<file path="config.mk">
export PLATFORM = sky130hd
export DESIGN_NAME = ord_orientation_regs
export DESIGN_NICKNAME = d
export VERILOG_FILES = /design/src/rtl/ord_pkg.sv /design/src/rtl/ord_orientation_regs.sv
export VERILOG_INCLUDE_DIRS = /design/src /design/src/rtl
export SDC_FILE = /design/constraint.sdc
export NUM_CORES = 1
export LEC_CHECK = 0
export BUFFER_PORTS_ARGS = -buffer_cell sky130_fd_sc_hd__buf_2
export CAP_MARGIN = 10
export CORE_MARGIN = 2
export CORE_UTILIZATION = 56
export CTS_CLUSTER_DIAMETER = 80
export DETAILED_ROUTE_END_ITERATION = 7
export GPL_TIMING_DRIVEN = 0
export HOLD_SLACK_MARGIN = 0.15
export PLACE_DENSITY = 0.82
export SYNTH_ARGS = -nofsm -noshare
export SYNTH_HDL_FRONTEND = slang
export SYNTH_SLANG_ARGS = --single-unit
</file>
<file path="constraint.sdc">
create_clock -name pclk -period 3.6 [get_ports pclk]
set_clock_uncertainty 0.15 [all_clocks]
set_input_delay 0.72 -clock pclk [delete_from_list [all_inputs] [get_ports pclk]]
set_output_delay 0.72 -clock pclk [all_outputs]
set_load 0.02 [all_outputs]
</file>
<file path="src/rtl/ord_defines.svh">
// Offsets, field positions, reset values and timing counts for the orientation block.
// Assumes a 125 MHz pclk and register indices scaled by four onto APB byte addresses.
`ifndef ORD_DEFINES_SVH
`define ORD_DEFINES_SVH

// ----------------------------------------------------------------
// Register indices (byte address is four times the index)
// ----------------------------------------------------------------
`define ORD_IDX_DEVICE_IDENTITY    8'h0D
`define ORD_IDX_RANGE_CONFIG       8'h0E
`define ORD_IDX_ORIENT_STATUS      8'h10
`define ORD_IDX_ORIENT_CONFIG      8'h11
`define ORD_IDX_ORIENT_DEBOUNCE    8'h12
`define ORD_IDX_ORIENT_IRQ_CTRL    8'h20

// ----------------------------------------------------------------
// Field positions
// ----------------------------------------------------------------
`define ORD_STAT_CHANGE_BIT        7
`define ORD_STAT_LOCKOUT_BIT       6
`define ORD_STAT_CODE_HI           2
`define ORD_STAT_CODE_LO           1
`define ORD_STAT_BACK_FRONT_BIT    0
`define ORD_CFG_DEBOUNCE_MODE_BIT  7
`define ORD_CFG_ENABLE_BIT         6
`define ORD_IRQ_ENABLE_BIT         0
`define ORD_IRQ_SOURCE_BIT         4

// ----------------------------------------------------------------
// Reset values
// ----------------------------------------------------------------
`define ORD_RST_RANGE              2'h0
`define ORD_RST_DEBOUNCE_MODE      1'b1
`define ORD_RST_ENABLE             1'b0
`define ORD_RST_DEBOUNCE_COUNT     8'h00
`define ORD_RST_ORIENT_CODE        2'h0

// ----------------------------------------------------------------
// Timing and thresholds
// ----------------------------------------------------------------
`define ORD_CLK_PERIOD_PS          8000
`define ORD_STEP_BASE_US           1250
`define ORD_STEP_BASE_CYC          ((`ORD_STEP_BASE_US * 1000000) / `ORD_CLK_PERIOD_PS)
// Acceleration in counts of 1/1024 g; lock limit is 1.25 g
`define ORD_LOCK_LIMIT             16'h0500

`endif

</file>
<file path="src/rtl/ord_pkg.sv">
// Types shared by the orientation detect and range configuration block.
// Assumes ord_defines.svh supplies the register, field and timing numbers.
package ord_pkg;

  typedef enum logic [1:0] {
    ORD_RANGE_2G  = 2'h0,
    ORD_RANGE_4G  = 2'h1,
    ORD_RANGE_8G  = 2'h2,
    ORD_RANGE_RSV = 2'h3
  } ord_range_t;

  typedef enum logic [1:0] {
    ORD_PORTRAIT_UP   = 2'h0,
    ORD_PORTRAIT_DOWN = 2'h1,
    ORD_LAND_RIGHT    = 2'h2,
    ORD_LAND_LEFT     = 2'h3
  } ord_code_t;

  typedef enum logic [1:0] {
    ORD_OS_NORMAL  = 2'h0,
    ORD_OS_LOW_NOISE_LOW_POWER    = 2'h1,
    ORD_OS_HIRES   = 2'h2,
    ORD_OS_LOWPWR  = 2'h3
  } ord_os_t;

  // Rate select: 0=800, 1=400, 2=200, 3=100, 4=50, 5=12.5, 6=6.25, 7=1.56 Hz
  typedef logic [2:0] ord_odr_t;

  typedef struct packed {
    logic      tilt_lockout;
    ord_code_t orient_code;
    logic      back_front;
  } ord_orient_t;

endpackage : ord_pkg

</file>
<file path="src/rtl/ord_orientation_regs.sv">
// Orientation detector, range select and identity registers behind an APB slave.
// Assumes accel samples, rate, oversample mode and power state come from logic on pclk.
// Assumes the host reads status to clear the change flag and its interrupt.
// Assumes TICK_BASE_CYCLES clocks make one 1.25 ms base step.
//
// Notes on behaviour
// RULE_01: two-bit range field: 00 2 g, 01 4 g, 10 8 g, 11 reserved.
// RULE_02: range field resets to the 2 g setting.
// RULE_03: change flag sets on first detection after activation and on any field change.
// RULE_04: any status read clears the change flag and the interrupt source; here only a read that returned the flag set clears them.
// RULE_05: lockout bit set when tilt trip angle exceeded, else zero.
// RULE_06: orientation code: 0 up, 1 down, 2 landscape right, 3 landscape left.
// RULE_07: back/front bit is 0 for front, 1 for back.
// RULE_08: back/front, orientation code and lockout are zero at reset.
// RULE_09: no state change while any axis magnitude exceeds 1.25 g.
// RULE_10: status fields keep updating while the change flag is set.
// RULE_11: debounce mode 0 decrements, 1 clears counter on invalid condition; default 1.
// RULE_12: enable bit turns detection on; default off.
// RULE_13: eight-bit debounce count, default zero, steps needed before a transition.
// RULE_14: every wake/sleep change resets the debounce counter.
// RULE_15: step is one sample period in normal, low-noise and low-power modes.
// RULE_16: high-resolution step is 1.25 ms at 800 Hz, else 2.5 ms.
// RULE_17: slow rates: normal 20 ms, low-noise 80 ms, low-power 80 or 160 ms.
// RULE_18: fixed eight-bit identity code readable at index 0x0D.
// RULE_19: reserved bits read zero; writes to read-only registers do nothing.
// RULE_20: disabled detector holds status and flag and raises no interrupt.
// RULE_21: interrupt source follows flag when enabled; cleared by status read.
`timescale 1ns/1ps
`include "ord_defines.svh"

module ord_orientation_regs
  import ord_pkg::*;
#(
  parameter logic [7:0]  IDENTITY_CODE    = 8'hA5,  // Arbitrary value
  parameter int unsigned TICK_BASE_CYCLES = `ORD_STEP_BASE_CYC
) (
  input  wire  logic              pclk,
  input  wire  logic              presetn,
  input  wire  logic              psel,
  input  wire  logic              penable,
  input  wire  logic              pwrite,
  input  wire  logic [31:0]       paddr,
  input  wire  logic [31:0]       pwdata,
  output logic       [31:0]       prdata,
  output logic                    pready,
  output logic                    pslverr,
  input  wire  logic              sample_valid,
  input  wire  logic signed [15:0] accel_x,
  input  wire  logic signed [15:0] accel_y,
  input  wire  logic signed [15:0] accel_z,
  input  wire  ord_orient_t       orient_candidate,
  input  wire  ord_odr_t          odr_sel,
  input  wire  ord_os_t           os_mode,
  input  wire  logic              active_mode,
  input  wire  logic              sleep_state,
  output ord_range_t              range_sel,
  output ord_orient_t             orient_now,
  output logic                    orient_change_flag,
  output logic                    orient_irq_source
);

  // ----------------------------------------------------------------
  // Functions
  // ----------------------------------------------------------------
  function automatic logic over_limit(input logic signed [15:0] a);
    logic [15:0] mag;
    mag = a[15] ? 16'(-a) : 16'(a);
    // Strictly greater: exactly 1.25 g still allows a change
    return mag > `ORD_LOCK_LIMIT;
  endfunction : over_limit

  // Step length in multiples of 1.25 ms
  function automatic logic [7:0] step_mult(input ord_odr_t odr, input ord_os_t os);
    logic [7:0] m;
    unique case (odr)
      3'h0:    m = 8'h01;
      3'h1:    m = 8'h02;
      3'h2:    m = 8'h04;
      3'h3:    m = 8'h08;
      3'h4:    m = 8'h10;
      3'h5:    m = (os == ORD_OS_NORMAL) ? 8'h10 : 8'h40;
      default: m = (os == ORD_OS_NORMAL) ? 8'h10 : (os == ORD_OS_LOW_NOISE_LOW_POWER) ? 8'h40 : 8'h80;
    endcase
    // High resolution fixes 2.5 ms below 800 Hz
    if (os == ORD_OS_HIRES && odr != 3'h0) begin
      m = 8'h02;
    end
    return m;
  endfunction : step_mult

  function automatic logic idx_hit(input logic [31:0] a, input logic [7:0] idx);
    return a == {22'h000000, idx, 2'h0};
  endfunction : idx_hit

  // ----------------------------------------------------------------
  // Register state
  // ----------------------------------------------------------------
  logic        debounce_mode;
  logic        orient_enable;
  logic [7:0]  debounce_count;
  logic        irq_enable;
  logic        cap_change;
  logic        setup_phase;
  logic        wr_done;
  logic        rd_status_done;
  logic        mapped;
  logic [7:0]  next_rdata;
  logic        wr_range;
  logic        wr_config;
  logic        wr_debounce;
  logic        wr_irq_ctrl;
  logic        status_clear;

  assign setup_phase    = psel & ~penable;
  assign wr_done        = psel & penable & pready & pwrite;
  assign rd_status_done = psel & penable & pready & ~pwrite & idx_hit(paddr, `ORD_IDX_ORIENT_STATUS);

  assign wr_range       = wr_done & idx_hit(paddr, `ORD_IDX_RANGE_CONFIG);
  assign wr_config      = wr_done & idx_hit(paddr, `ORD_IDX_ORIENT_CONFIG);
  assign wr_debounce    = wr_done & idx_hit(paddr, `ORD_IDX_ORIENT_DEBOUNCE);
  assign wr_irq_ctrl    = wr_done & idx_hit(paddr, `ORD_IDX_ORIENT_IRQ_CTRL);
  // Clear only a flag the read really returned
  assign status_clear   = rd_status_done & cap_change;

  always_comb begin
    mapped     = 1'b1;
    next_rdata = 8'h00;
    // RULE_19: reserved bits zero
    if (idx_hit(paddr, `ORD_IDX_DEVICE_IDENTITY)) begin
      // RULE_18: identity readout
      next_rdata = IDENTITY_CODE;
    end else if (idx_hit(paddr, `ORD_IDX_RANGE_CONFIG)) begin
      next_rdata = {6'h00, range_sel};
    end else if (idx_hit(paddr, `ORD_IDX_ORIENT_STATUS)) begin
      next_rdata = {orient_change_flag, orient_now.tilt_lockout, 3'h0,
                    orient_now.orient_code, orient_now.back_front};
    end else if (idx_hit(paddr, `ORD_IDX_ORIENT_CONFIG)) begin
      next_rdata = {debounce_mode, orient_enable, 6'h00};
    end else if (idx_hit(paddr, `ORD_IDX_ORIENT_DEBOUNCE)) begin
      next_rdata = debounce_count;
    end else if (idx_hit(paddr, `ORD_IDX_ORIENT_IRQ_CTRL)) begin
      next_rdata = {3'h0, orient_irq_source, 3'h0, irq_enable};
    end else begin
      mapped = 1'b0;
    end
  end

  // ----------------------------------------------------------------
  // APB answer: data is sampled in setup so prdata comes from a flop
  // ----------------------------------------------------------------
  always_ff @(posedge pclk or negedge presetn) begin
    if (!presetn) begin
      pready  <= 1'b0;
      pslverr <= 1'b0;
      prdata  <= 32'h00000000;
    end else begin
      // Zero wait states: every access answers at once
      pready <= setup_phase;
      if (setup_phase) begin
        pslverr <= ~mapped;
        prdata  <= pwrite ? 32'h00000000 : {24'h000000, next_rdata};
      end else begin
        pslverr <= 1'b0;
      end
    end
  end

  // Remembers whether the captured read actually showed the flag
  always_ff @(posedge pclk or negedge presetn) begin
    if (!presetn) begin
      cap_change <= 1'b0;
    end else if (setup_phase) begin
      cap_change <= orient_change_flag;
    end
  end

  // ----------------------------------------------------------------
  // Writable registers
  // ----------------------------------------------------------------
  always_ff @(posedge pclk or negedge presetn) begin
    if (!presetn) begin
      // RULE_02: 2 g after reset
      range_sel <= ORD_RANGE_2G;
    end else if (wr_range) begin
      // Reserved code 11 is kept as written
      // RULE_01: range field store
      range_sel <= ord_range_t'(pwdata[1:0]);
    end
  end

  always_ff @(posedge pclk or negedge presetn) begin
    if (!presetn) begin
      // RULE_11: clear mode default
      debounce_mode <= `ORD_RST_DEBOUNCE_MODE;
      // RULE_12: disabled by default
      orient_enable <= `ORD_RST_ENABLE;
    end else if (wr_config) begin
      debounce_mode <= pwdata[`ORD_CFG_DEBOUNCE_MODE_BIT];
      orient_enable <= pwdata[`ORD_CFG_ENABLE_BIT];
    end
  end

  always_ff @(posedge pclk or negedge presetn) begin
    if (!presetn) begin
      // RULE_13: count resets to zero
      debounce_count <= `ORD_RST_DEBOUNCE_COUNT;
    end else if (wr_debounce) begin
      debounce_count <= pwdata[7:0];
    end
  end

  always_ff @(posedge pclk or negedge presetn) begin
    if (!presetn) begin
      irq_enable <= 1'b0;
    end else if (wr_irq_ctrl) begin
      irq_enable <= pwdata[`ORD_IRQ_ENABLE_BIT];
    end
  end

  // ----------------------------------------------------------------
  // Debounce time base
  // ----------------------------------------------------------------
  logic        sleep_q;
  logic        active_q;
  logic        power_change;
  logic [25:0] step_cycles;
  logic [25:0] tick_cnt;
  logic        step_tick;

  // Either direction of the sleep change counts
  assign power_change = sleep_state ^ sleep_q;
  // RULE_15: one sample period per step
  // RULE_16: high-resolution steps
  // RULE_17: slow-rate steps
  assign step_cycles  = 26'(TICK_BASE_CYCLES * int'(step_mult(odr_sel, os_mode)));

  always_ff @(posedge pclk or negedge presetn) begin
    if (!presetn) begin
      // Awake and standby are the levels after power-up
      sleep_q  <= 1'b0;
      active_q <= 1'b0;
    end else begin
      sleep_q  <= sleep_state;
      active_q <= active_mode;
    end
  end

  // Timer restarts on power state change so a partial step is not counted
  always_ff @(posedge pclk or negedge presetn) begin
    if (!presetn) begin
      tick_cnt  <= 26'h0000000;
      step_tick <= 1'b0;
    // Wrap at length minus one: one tick per step_cycles clocks
    end else if (power_change || !active_mode || tick_cnt >= step_cycles - 26'h0000001) begin
      tick_cnt  <= 26'h0000000;
      step_tick <= active_mode & ~power_change;
    end else begin
      tick_cnt  <= tick_cnt + 26'h0000001;
      step_tick <= 1'b0;
    end
  end

  // ----------------------------------------------------------------
  // Candidate latch and detection condition
  // ----------------------------------------------------------------
  ord_orient_t cand_q;
  logic        locked;
  logic        first_pending;
  logic        cond_valid;
  logic [7:0]  db_cnt;
  logic        accept;

  always_ff @(posedge pclk or negedge presetn) begin
    if (!presetn) begin
      cand_q <= '0;
      locked <= 1'b0;
    end else if (sample_valid) begin
      cand_q <= orient_candidate;
      // RULE_09: lock above 1.25 g on any axis
      locked <= over_limit(accel_x) | over_limit(accel_y) | over_limit(accel_z);
    end
  end

  always_ff @(posedge pclk or negedge presetn) begin
    if (!presetn) begin
      first_pending <= 1'b0;
    end else if (active_mode && !active_q) begin
      first_pending <= 1'b1;
    // Standby drops a report still pending
    end else if (accept || !active_mode) begin
      first_pending <= 1'b0;
    end
  end

  // Lock verdict holds until the next sample arrives
  // RULE_09: no change while locked
  // RULE_20: disabled detector holds state
  assign cond_valid = orient_enable & ~locked & (first_pending | (cand_q != orient_now));
  assign accept     = step_tick & cond_valid & (db_cnt >= debounce_count);

  // ----------------------------------------------------------------
  // Debounce counter
  // ----------------------------------------------------------------
  always_ff @(posedge pclk or negedge presetn) begin
    if (!presetn) begin
      db_cnt <= 8'h00;
    end else if (power_change) begin
      // RULE_14: wake/sleep resets counter
      db_cnt <= 8'h00;
    end else if (step_tick) begin
      if (accept) begin
        db_cnt <= 8'h00;
      end else if (cond_valid) begin
        // Saturates so a long valid run never wraps to zero
        // RULE_13: count steps toward threshold
        db_cnt <= (db_cnt == 8'hFF) ? db_cnt : db_cnt + 8'h01;
      end else if (debounce_mode) begin
        // RULE_11: clear mode
        db_cnt <= 8'h00;
      end else if (db_cnt != 8'h00) begin
        // RULE_11: decrement mode
        db_cnt <= db_cnt - 8'h01;
      end
    end
  end

  // ----------------------------------------------------------------
  // Status fields and change flag
  // ----------------------------------------------------------------
  always_ff @(posedge pclk or negedge presetn) begin
    if (!presetn) begin
      // RULE_08: zero at power-up
      orient_now <= '0;
    end else if (accept) begin
      // RULE_05: lockout
      // RULE_06: orientation code
      // RULE_07: back/front
      // RULE_10: updates regardless of flag
      orient_now <= cand_q;
    end
  end

  // Only clear a flag the read really returned; a set in the same cycle wins
  always_ff @(posedge pclk or negedge presetn) begin
    if (!presetn) begin
      orient_change_flag <= 1'b0;
    end else if (accept) begin
      // RULE_03: set on first detection or change
      orient_change_flag <= 1'b1;
    end else if (status_clear) begin
      // RULE_04: cleared by status read
      orient_change_flag <= 1'b0;
    end
  end

  always_ff @(posedge pclk or negedge presetn) begin
    if (!presetn) begin
      orient_irq_source <= 1'b0;
    end else if (accept && irq_enable) begin
      // RULE_21: source follows flag
      // RULE_20: no interrupt while disabled
      orient_irq_source <= 1'b1;
    end else if (status_clear || !irq_enable) begin
      // RULE_04: read clears interrupt
      orient_irq_source <= 1'b0;
    end else if (orient_enable && irq_enable && orient_change_flag) begin
      // RULE_21: enable after flag
      orient_irq_source <= 1'b1;
    end
  end

endmodule : ord_orientation_regs

</file>
==> reports/results.txt <==
Status: complete, but fails checks
Failing checks: setup timing
Synth Area in Compound Gates: 0.1564
CP Launch Type: input port
Avg Inst Size Synth: 8.692 um^2
Nets: 1280
Largest net degree at the start of global routing: 74
Most frequent CP cell: a21o_1
Post-synthesis adder-cell area fraction: 0.2007
Req. time, crit path: 3.71 ns
Worst skew pair latency: 0.33 ns
#FFs+latches synth: 73
Peak VDD IR: 0.0002895 V
Multiplexer share of the synthesized area: 0.03356
Die height: 118.5 um
Fmax achieved: 143.5 MHz
Fin crit share: 1.935
Final Wtd Congestion: 0.8718
Worst Hold Class: in2async
Slowest CP cell: or4b_4
CTS tree: yes
Main combinational cell family by area after synthesis: simple AND/OR/NAND/NOR gates
Overall power: 2807 uW
Arrival @ worst endpoint: 7.08 ns
DRC: 0
First-pass GRT wire length: 30410 um
Util after Layout: 0.7495
Mapped Cells: 845
WL/cell: 16.01 um
Headroom to the max-slew limit: 0.4618
Dpl cell area: 8444 um^2
1st-iter DRT viols: 531
Vias: 7053
Pins Over Slew Limit: 0
Worst slew pin tran: 0.8005 ns
Drt pass-1 iters: 6
Final WL: 19490 um
Cell Area, Synth: 7345 um^2
CTS H-Tree Depth: 3
Area contributors post-synth: dfrtp_1 (25%), ha_1 (17%), xnor2_1 (4.5%)
Slowest Stage Delay on Critical Path: 0.54 ns
Overflow after GRT: 0
HPWL after DPL: 13690 um
Maxcap violations: 0
TritonCTS buffer count: 9
Kind of critical path: in2reg
Root buf cell: clkbuf_16
Ys Warns: 0
Initial core utilization: 0.5773
Main synth FF type: dfrtp_1
DIE AREA: 14050 um^2
Final hold vios: 0
IO Pins: 171
Die W: 118.5 um
Post-synthesis sequential area ratio: 0.2489
Final Cell Area: 9535 um^2
Setup_tns: -89.49 ns
Global Route Usage Sum: 0.2601
Xor/xnor share of the synthesized area: 0.08790
Vias in the first global route: 6565
CP max FO: 6
Synth Area in Simple Gates: 0.2131
# port buffers: 121
Setup Viol. Count Final: 27
Clk sink count: 73
# rows: 41
Commonest cells after routing, fill and taps aside: buf_2 (115), ha_1 (86), dfrtp_1 (72)
Pwr Density: 294.4 nW/um^2
Most common cell after layout, fill and taps aside: buf_2
Clock transition at the registers of the reported paths: 0.06 ns
Ratio of cells with drive above 1 in the final layout: 0.3072
RSZ-0062 raised after global routing: true
DR vias/cell: 5.795
Minimum clock period: 6.968 ns
Post-synth EDFFs: 0
P_leak: 0.004671 uW
Final setup margin: -3.368 ns
Final ANT Viol Nets: 0
Area Overhead vs Synth: 29.83%
CP endpoint kind: flop
Top cell type by total area after synthesis: dfrtp_1
Initial antenna violation count: 0
Post-synth ARST share: 1.000
Core Footprint: 12720 um^2
Longest Clk Path Bufs: 2
Yosys top cell area share: 0.2453
Number of diodes: 0
Yosys cell types: 75
==> logic make-up (layout without fill, tap and decap cells) <==
family                     count (synthesis)  count (layout)
DFF                                       73              73
buffers and inverters                     91             266
xor gates and xnor gates                  72              72
other                                      1              26
AOI/OAI and AO/OA                        167             167
and+or+nand+nor                          309             309
adders and majority gates                110             110
muxes                                     22              22
==> path summary, 6_finish.rpt <==
path / startpoint / end / slack, ns / depth (start not counted)
setup reg to reg: db_cnt[0] / db_cnt[6] / 0.28 / 12
setup / recovery: os_mode[0] / tick_cnt[0] / -3.37 / 29
hold / removal: presetn / pslverr / 0.24 / 2
min in group pclk: active_q / first_pending / 0.29 / 1
max in group asynchronous: presetn / debounce_mode / 2.74 / 2
hold reg to reg: active_q / first_pending / 0.29 / 1
==> critical path: cells and delay by family <==
| family | cells | cell delay, ns |
|---|---|---|
| adder cells (fa/ha/maj) | 6 | 2.05 |
| XOR/XNOR | 1 | 0.08 |
| AO/OA/AOI/OAI | 9 | 1.54 |
| buffers and inverters | 6 | 0.76 |
| AND/OR/NAND/NOR | 7 | 1.91 |
==> through the flow <==
stage	worst slack [ns]	instances	hold slack, ns
finish	-3.368	1217	0.2361
global route	-3.553	1217	0.2638
CTS	-3.145	1202	0.2608
detailed placement	-4.175	1164	0.2658
global placement	-4.124	1163	0.2462
floorplan	-3.182	870	0.2413
==> sequential cells by signal, indices dropped and copies added (netlist names), 2 cells and up <==
| name | count |
|---|---|
| cand_q | 4 |
| range_sel | 2 |
| prdata | 8 |
| db_cnt | 8 |
| debounce_count | 8 |
| tick_cnt | 26 |
| orient_now | 4 |
==> cell usage after synthesis, types with 6 or more instances <==
cell / n
ha_1: 97
nor2_1: 85
dfrtp_1: 72
nand2_1: 71
inv_1: 56
o21ai_0: 38
xnor2_1: 38
a21oi_1: 37
xor2_1: 32
buf_4: 24
a21o_1: 23
nand3_1: 22
mux2_2: 21
nor4_1: 21
nor3_1: 17
and3_1: 16
nand4_1: 15
fa_1: 13
nand2b_1: 12
clkbuf_1: 10
a211oi_1: 8
o31ai_1: 7
or3_1: 7
a31oi_1: 6
and2_1: 6
nor2b_1: 6
==> layer usage <==
layer  up-vias  track usage  share of wire
met5         -            0              0
met4         0      0.04985          0.019
met3        45      0.04681          0.044
met2       217       0.4497           0.51
met1      3398       0.3419           0.43
li1       3393            -              -
==> timing repair <==
action                                  in CTS  in global routing
pin swaps                                   28                 36
endpoints found under the setup margin      27                 27
buffers inserted                            22                 15
resized for setup                           49                 53
cloned                                       2                  0
hold buffers                                 0                  0
==> power by group <==
group	total, uW	switching [uW]	internal [uW]
registers	839	8.46	830
clock network	1020	328	691
logic	949	519	430
total	2810	856	1950
==> final cells by class <==
type                            instances  area (um^2)
Clock buffer                           10        239.0
Buffer                                 34        271.5
Clock inverter                          5        103.9
Fill cell                             873         3187
Inverter                               56        210.2
Multi-Input combinational cell        706         5677
Timing Repair Buffer                  161        991.0
Sequential cell                        73         1828
Tap cell                              172        215.2
Note: power is estimated with default switching activity, not from simulation.
